File: src/hdl/eacr_defs.svh
/*
 * constants for the top-level auxiliary control register bank:
 * system-register encodings, field positions, reset values, trap class.
 * assumes inclusion by bare name from package and design files.
 */
`ifndef EACR_DEFS_SVH
`define EACR_DEFS_SVH

`define EACR_OP0_TOP 2'h3
`define EACR_OP1_TOP 3'h6
`define EACR_CRN_FAULT 4'h5
`define EACR_CRM_FAULT 4'h1
`define EACR_OP2_FAULT0 3'h0
`define EACR_OP2_FAULT1 3'h1
`define EACR_CRN_AUXMEM 4'hA
`define EACR_CRM_AUXMEM 4'h3
`define EACR_OP2_AUXMEM 3'h0
`define EACR_CRN_WALK 4'hF
`define EACR_CRM_WALK 4'h7
`define EACR_OP2_WALK 3'h0

`define EACR_WALK_EN_LSB 0
`define EACR_WALK_VAL_LSB 8
`define EACR_WALK_BITS 4
`define EACR_WALK_EN_RESET 4'h0
`define EACR_WALK_VAL_RESET 4'h0

`define EACR_TRAP_CLASS 6'h18
`define EACR_EL_TOP 2'h3
`define EACR_EL_HYP 2'h2
`define EACR_EL_KERNEL 2'h1

`endif

File: src/hdl/eacr_pkg.sv
/*
 * types for the top-level auxiliary control register bank.
 * assumes eacr_defs.svh on the include path.
 */
`include "eacr_defs.svh"

package eacr_pkg;

  typedef struct packed {
    logic [1:0] op0;
    logic [2:0] op1;
    logic [3:0] crn;
    logic [3:0] crm;
    logic [2:0] op2;
  } eacr_sysreg_enc_t;

  typedef struct packed {
    logic valid;
    logic write;
    logic [1:0] el;
    eacr_sysreg_enc_t enc;
    logic [63:0] wdata;
  } eacr_req_t;

  typedef struct packed {
    logic done;
    logic undefined;
    logic trap;
    logic [5:0] trap_class;
    logic [63:0] rdata;
  } eacr_rsp_t;

  typedef enum logic [4:0] {
    EACR_SEL_NONE   = 5'h01,
    EACR_SEL_FAULT0 = 5'h02,
    EACR_SEL_FAULT1 = 5'h04,
    EACR_SEL_AUXMEM = 5'h08,
    EACR_SEL_WALK   = 5'h10
  } eacr_sel_t;

endpackage

File: src/hdl/eacr_bank.sv
/*
 * auxiliary control register bank for the top privilege level: two
 * fault status and one auxiliary attribute register (all reading zero)
 * and the walk attribute control register driving four attribute lanes.
 * assumes one move request per cycle from the core pipeline, same clock;
 * answer arrives registered one cycle after the request.
 */
`include "eacr_defs.svh"

module eacr_bank (
  input wire logic clk_i,
  input wire logic rst_i,
  input wire eacr_pkg::eacr_req_t req_i,
  input wire logic hyp_enabled_i,
  input wire logic hyp_impdef_trap_bit_i,
  input wire logic walk_top_base_i,
  output eacr_pkg::eacr_rsp_t rsp_o,
  output logic [3:0] page_hw_attribute_out_o
);

  logic [3:0] walk_attr_enable;
  logic [3:0] walk_attr_value;
  logic [3:0] next_walk_attr_enable;
  logic [3:0] next_walk_attr_value;
  eacr_pkg::eacr_rsp_t rsp;
  eacr_pkg::eacr_rsp_t next_rsp;
  eacr_pkg::eacr_sel_t sel;
  logic top_prefix;
  logic is_top;
  logic is_kernel;

  // selection from the five encoding fields
  always_comb begin
    top_prefix = (req_i.enc.op0 == `EACR_OP0_TOP) &&
                 (req_i.enc.op1 == `EACR_OP1_TOP);
    sel = eacr_pkg::EACR_SEL_NONE;
    if (top_prefix) begin
      if (req_i.enc.crn == `EACR_CRN_FAULT &&
          req_i.enc.crm == `EACR_CRM_FAULT &&
          req_i.enc.op2 == `EACR_OP2_FAULT0) begin
        sel = eacr_pkg::EACR_SEL_FAULT0;
      end else if (req_i.enc.crn == `EACR_CRN_FAULT &&
                   req_i.enc.crm == `EACR_CRM_FAULT &&
                   req_i.enc.op2 == `EACR_OP2_FAULT1) begin
        sel = eacr_pkg::EACR_SEL_FAULT1;
      end else if (req_i.enc.crn == `EACR_CRN_AUXMEM &&
                   req_i.enc.crm == `EACR_CRM_AUXMEM &&
                   req_i.enc.op2 == `EACR_OP2_AUXMEM) begin
        sel = eacr_pkg::EACR_SEL_AUXMEM;
      end else if (req_i.enc.crn == `EACR_CRN_WALK &&
                   req_i.enc.crm == `EACR_CRM_WALK &&
                   req_i.enc.op2 == `EACR_OP2_WALK) begin
        sel = eacr_pkg::EACR_SEL_WALK;
      end
    end
  end

  assign is_top = (req_i.el == `EACR_EL_TOP);
  assign is_kernel = (req_i.el == `EACR_EL_KERNEL);

  // register state and answer
  always_comb begin
    next_walk_attr_enable = walk_attr_enable;
    next_walk_attr_value = walk_attr_value;
    next_rsp = '0;
    if (req_i.valid) begin
      next_rsp.done = 1'b1;
      case (sel)
        eacr_pkg::EACR_SEL_FAULT0,
        eacr_pkg::EACR_SEL_FAULT1,
        eacr_pkg::EACR_SEL_AUXMEM: begin
          // no storage: cached copies in translation entries never
          // differ from zero, so invalidation is software's duty only
          if (!is_top) begin
            next_rsp.undefined = 1'b1;
          end
          // rdata stays zero, writes dropped
        end
        eacr_pkg::EACR_SEL_WALK: begin
          if (is_top) begin
            if (req_i.write) begin
              next_walk_attr_enable = req_i.wdata[`EACR_WALK_EN_LSB +:
                                                  `EACR_WALK_BITS];
              next_walk_attr_value = req_i.wdata[`EACR_WALK_VAL_LSB +:
                                                 `EACR_WALK_BITS];
            end else begin
              // reserved fields 63:12 and 7:4 return zero
              next_rsp.rdata[`EACR_WALK_EN_LSB +: `EACR_WALK_BITS] =
                walk_attr_enable;
              next_rsp.rdata[`EACR_WALK_VAL_LSB +: `EACR_WALK_BITS] =
                walk_attr_value;
            end
          end else if (is_kernel && hyp_enabled_i &&
                       hyp_impdef_trap_bit_i) begin
            // read and write at level one trap alike
            next_rsp.trap = 1'b1;
            next_rsp.trap_class = `EACR_TRAP_CLASS;
          end else begin
            next_rsp.undefined = 1'b1;
          end
        end
        eacr_pkg::EACR_SEL_NONE: begin
          next_rsp.done = 1'b0;
        end
        default: begin
          next_rsp.done = 1'b0;
        end
      endcase
    end
  end

  always_ff @(posedge clk_i) begin
    if (rst_i) begin
      // value bits are unknown after reset; zero chosen for determinism
      walk_attr_enable <= `EACR_WALK_EN_RESET;
      walk_attr_value <= `EACR_WALK_VAL_RESET;
      rsp <= '0;
    end else begin
      walk_attr_enable <= next_walk_attr_enable;
      walk_attr_value <= next_walk_attr_value;
      rsp <= next_rsp;
    end
  end

  assign rsp_o = rsp;

  for (genvar i = 0; i < `EACR_WALK_BITS; i++) begin : g_lane
    eacr_attr_lane u_lane (
      .enable_i(walk_attr_enable[i]),
      .value_i(walk_attr_value[i]),
      .walk_i(walk_top_base_i),
      .attr_o(page_hw_attribute_out_o[i])
    );
  end

endmodule

File: src/hdl/eacr_attr_lane.sv
/*
 * one page hardware attribute output lane: value gated by its enable.
 * assumes walk_i is a same-clock qualifier from the table walker.
 */
module eacr_attr_lane (
  input wire logic enable_i,
  input wire logic value_i,
  input wire logic walk_i,
  output logic attr_o
);

  // a clear enable forces zero whatever the value bit holds
  assign attr_o = walk_i & enable_i & value_i;

endmodule

File: config.mk
export PLATFORM = sky130hd
export DESIGN_NAME = eacr_bank
export DESIGN_NICKNAME = d
export VERILOG_FILES = /design/src/hdl/eacr_pkg.sv /design/src/hdl/eacr_bank.sv /design/src/hdl/eacr_attr_lane.sv
export VERILOG_INCLUDE_DIRS = /design/src /design/src/hdl
export SDC_FILE = /design/constraint.sdc
export NUM_CORES = 1
export LEC_CHECK = 0
export BUFFER_PORTS_ARGS = -buffer_cell sky130_fd_sc_hd__buf_2
export CAP_MARGIN = 15
export CORE_AREA = 2 2 71 73
export CTS_BUF_LIST = sky130_fd_sc_hd__clkbuf_16
export DETAILED_ROUTE_END_ITERATION = 10
export DIE_AREA = 0 0 73 75
export PLACE_DENSITY = 0.72
export SYNTH_ARGS = -nofsm -noshare
export SYNTH_HDL_FRONTEND = slang
export SYNTH_SLANG_ARGS = --single-unit
File: constraint.sdc
create_clock -name clk_i -period 1.7 [get_ports clk_i]
set_input_delay 0.085 -clock clk_i [delete_from_list [all_inputs] [get_ports clk_i]]
set_output_delay 0.085 -clock clk_i [all_outputs]
set_load 0.01 [all_outputs]
==> run summary <==
clock share of power: 45.2%
Post-Syn Area: 1260 sq um
antenna violations before repair: 0
Post-Layout Cell Count: 242
Crit Path Category: input port to flop
Post-Place Cells: 238
layout cell share with drive strength beyond 1: 33.0%
PortBufs: 49
Power Density: 736 nW/um^2
register area share after synthesis: 30.2%
Vias: 865
via/cell ratio: 3.57
overall power: 1.03 mW
CP Data Arrival Time: 1.58 ns
CTS sink count: 19
drt drc: 0
number of synthesized register bits: 19
CTS-repair resized insts: 0
Net Sw Frac: 23.0%
Sequential Power Share: 43.3%
Initial DRT Pass Iterations: 2
NetSw: 236 uW
syn_area_per_cell: 8.98 sq um
Clock Latency Late Sink: 0.24 ns
Worst path max stage delay: 0.54 ns
final instance area: 1400 sq um
Total Routing Usage GR: 6.10%
Final ANT Viol Nets: 0
post-layout util: 30.0%
post-DP HPWL: 1580 um
critical path cell sequence: buf_2 -> nand4b_1 -> or4b_4 -> nor4_4 -> buf_12 -> mux2i_1 -> nor2_1
setup TNS: 0 ns
post-CTS setup buffer count: 0
core area: 4660 sq um
crit end category: flop
DR iter-0 viols: 29
Initial Util: 27.0%
pre-CTS setup slack: -0.0133 ns
worst clock skew: 0.000697 ns
Hold Vio Cnt, Final: 0
global-route wire length before repair: 2690 um
Mapped Cells: 140
Fill cells: 488
RSZ-0062 raised after global routing: no
Syn. warnings: 0
Worst VDD drop: 0.326 mV
Rows: 25
WHS: 0.0289 ns
GPL Wtd Cong: 0.700
met3 usage in global routing: 0.669%
CTS Buf Count: 3
Netlist cell types: 25
ANT cells: 0
met2 usage: 12.2%
final slew viol count: 0
Hold Path Class: input port to flop
largest net degree at the start of global routing: 12
Die Area: 5480 sq um
fmax: 691 MHz
Worst path slowest cell: or4b_4
critical path peak fanout: 8
die height: 75 um
Worst Setup Start Kind: input port
fin crit period: 1.45 ns
gr busiest metal: met2
outcome: finished, final reports clean
Cell Area, Placed: 1320 sq um
final WL: 1790 um
cts hold-fix bufs: 0
Area Growth Syn to Fin: 11.1%
P_leak: 0.751 nW
met1 Use GR: 5.91%
vias in the first global route: 718
# nets final: 278
CTS tree: done
critical path required time: 1.84 ns
CTS max path bufs: 2
global route total overflow: 0
final worst slack: 0.253 ns
max cap viols: 0
combinational power share: 11.5%
top-level I/O count: 166
root buf cell: clkbuf_16
DIE WIDTH: 73 um
Final Cycle Share: 85.1%
Pint: 793 uW
H-tree depth: 1
Worst-path clk slew: 0.05 ns
WL per Instance: 7.38 um
Final setup viols: 0
cells by family (layout without fill, tap and decap cells):
family / after synthesis / after routing / share of synthesized area (%)
buf+inv: 70 / 59 / 41.4
simple gates: 38 / 38 / 19.8
flops: 19 / 19 / 30.2
mux: 8 / 8 / 6.37
compound gates: 4 / 4 / 1.89
other cells: 1 / 60 / 0.298
critical path: cells and delay by family:
family        cells  cell delay, ns
buf+inv           2            0.26
simple gates      4            1.02
mux               1            0.20
flip-flops by register name, summed over array words and instances (netlist names):
register	count
rsp_o	11
walk_attr_enable	4
walk_attr_value	4
Yosys cell counts (all sizes together):
| master | n | area [sq um] |
|---|---|---|
| o21ai | 1 | 5.00 |
| conb | 1 | 3.75 |
| dfxtp | 19 | 380 |
| nor3b | 1 | 7.51 |
| o21a | 1 | 7.51 |
| and3 | 5 | 31.3 |
| a21oi | 1 | 5.00 |
| nand2 | 2 | 7.51 |
| mux2i | 8 | 80.1 |
| nand4b | 1 | 8.76 |
| buf | 66 | 495 |
| clkbuf | 1 | 13.8 |
| nor2 | 9 | 33.8 |
| inv | 3 | 11.3 |
| or2 | 2 | 12.5 |
| nor4b | 1 | 8.76 |
| a31oi | 1 | 6.26 |
| nor3 | 1 | 5.00 |
| and4b | 1 | 11.3 |
| nor4 | 3 | 40.0 |
| nand4 | 2 | 12.5 |
| or4b | 1 | 13.8 |
| and2 | 9 | 56.3 |
cells in the final DEF, fill, tap and decap left out:
cell | netlist | layout
nor4_1 | 1 | 1
mux2i_1 | 8 | 8
clkbuf_16 | 0 | 3
dfxtp_1 | 19 | 19
nor4_4 | 1 | 1
inv_1 | 3 | 3
and3_1 | 5 | 5
nor2_1 | 9 | 9
nor4_2 | 1 | 1
nand2_1 | 2 | 2
or4b_4 | 1 | 1
buf_2 | 0 | 49
buf_4 | 66 | 2
a21oi_1 | 1 | 1
and2_1 | 9 | 9
or2_2 | 2 | 2
and4b_2 | 1 | 1
a31oi_1 | 1 | 1
nor4b_1 | 1 | 1
o21ai_0 | 1 | 1
nand4b_1 | 1 | 1
o21a_1 | 1 | 1
conb_1 | 1 | 60
clkinv_2 | 0 | 1
nor3_1 | 1 | 1
nor3b_1 | 1 | 1
nand4_1 | 2 | 2
buf_12 | 0 | 1
area by class of cell:
| cell class | instances | area (sq um) | area share (%) |
|---|---|---|---|
| sequential | 19 | 380 | 27.2 |
| clock inverter | 1 | 5.00 | 0.358 |
| inverter | 3 | 11.3 | 0.806 |
| tap | 54 | 67.6 | 4.83 |
| multi-input combinational | 110 | 578 | 41.4 |
| timing repair buffer | 52 | 280 | 20.1 |
| clock buffer | 3 | 75.1 | 5.37 |
routing by layer:
layer  up-vias  wire length [um]
met5         -                 0
met4         0                14
met3         2               243
met2        72               905
met1       366               624
li1        425                 -
worst paths after layout:
kind         slack, ns               start  cells after the start                  to
min               0.03           req_i[81]                      2           rsp_o[67]
max               0.25           req_i[70]                      7  walk_attr_value[0]
max reg2reg       1.09  walk_attr_value[0]                      2  walk_attr_value[0]
min reg2reg       0.47  walk_attr_value[0]                      1            rsp_o[8]
power by group through the flow:
stage          clock network, mW  registers (mW)  logic (mW)
6_report                   0.465           0.446       0.118
5_1_grt                    0.492           0.445       0.134
4_1_cts                    0.475           0.446       0.116
3_5_place_dp                   0           0.455       0.115
3_3_place_gp                   0           0.455       0.114
2_1_floorplan                  0           0.455       0.177
Power figures use the tool's default switching activity.
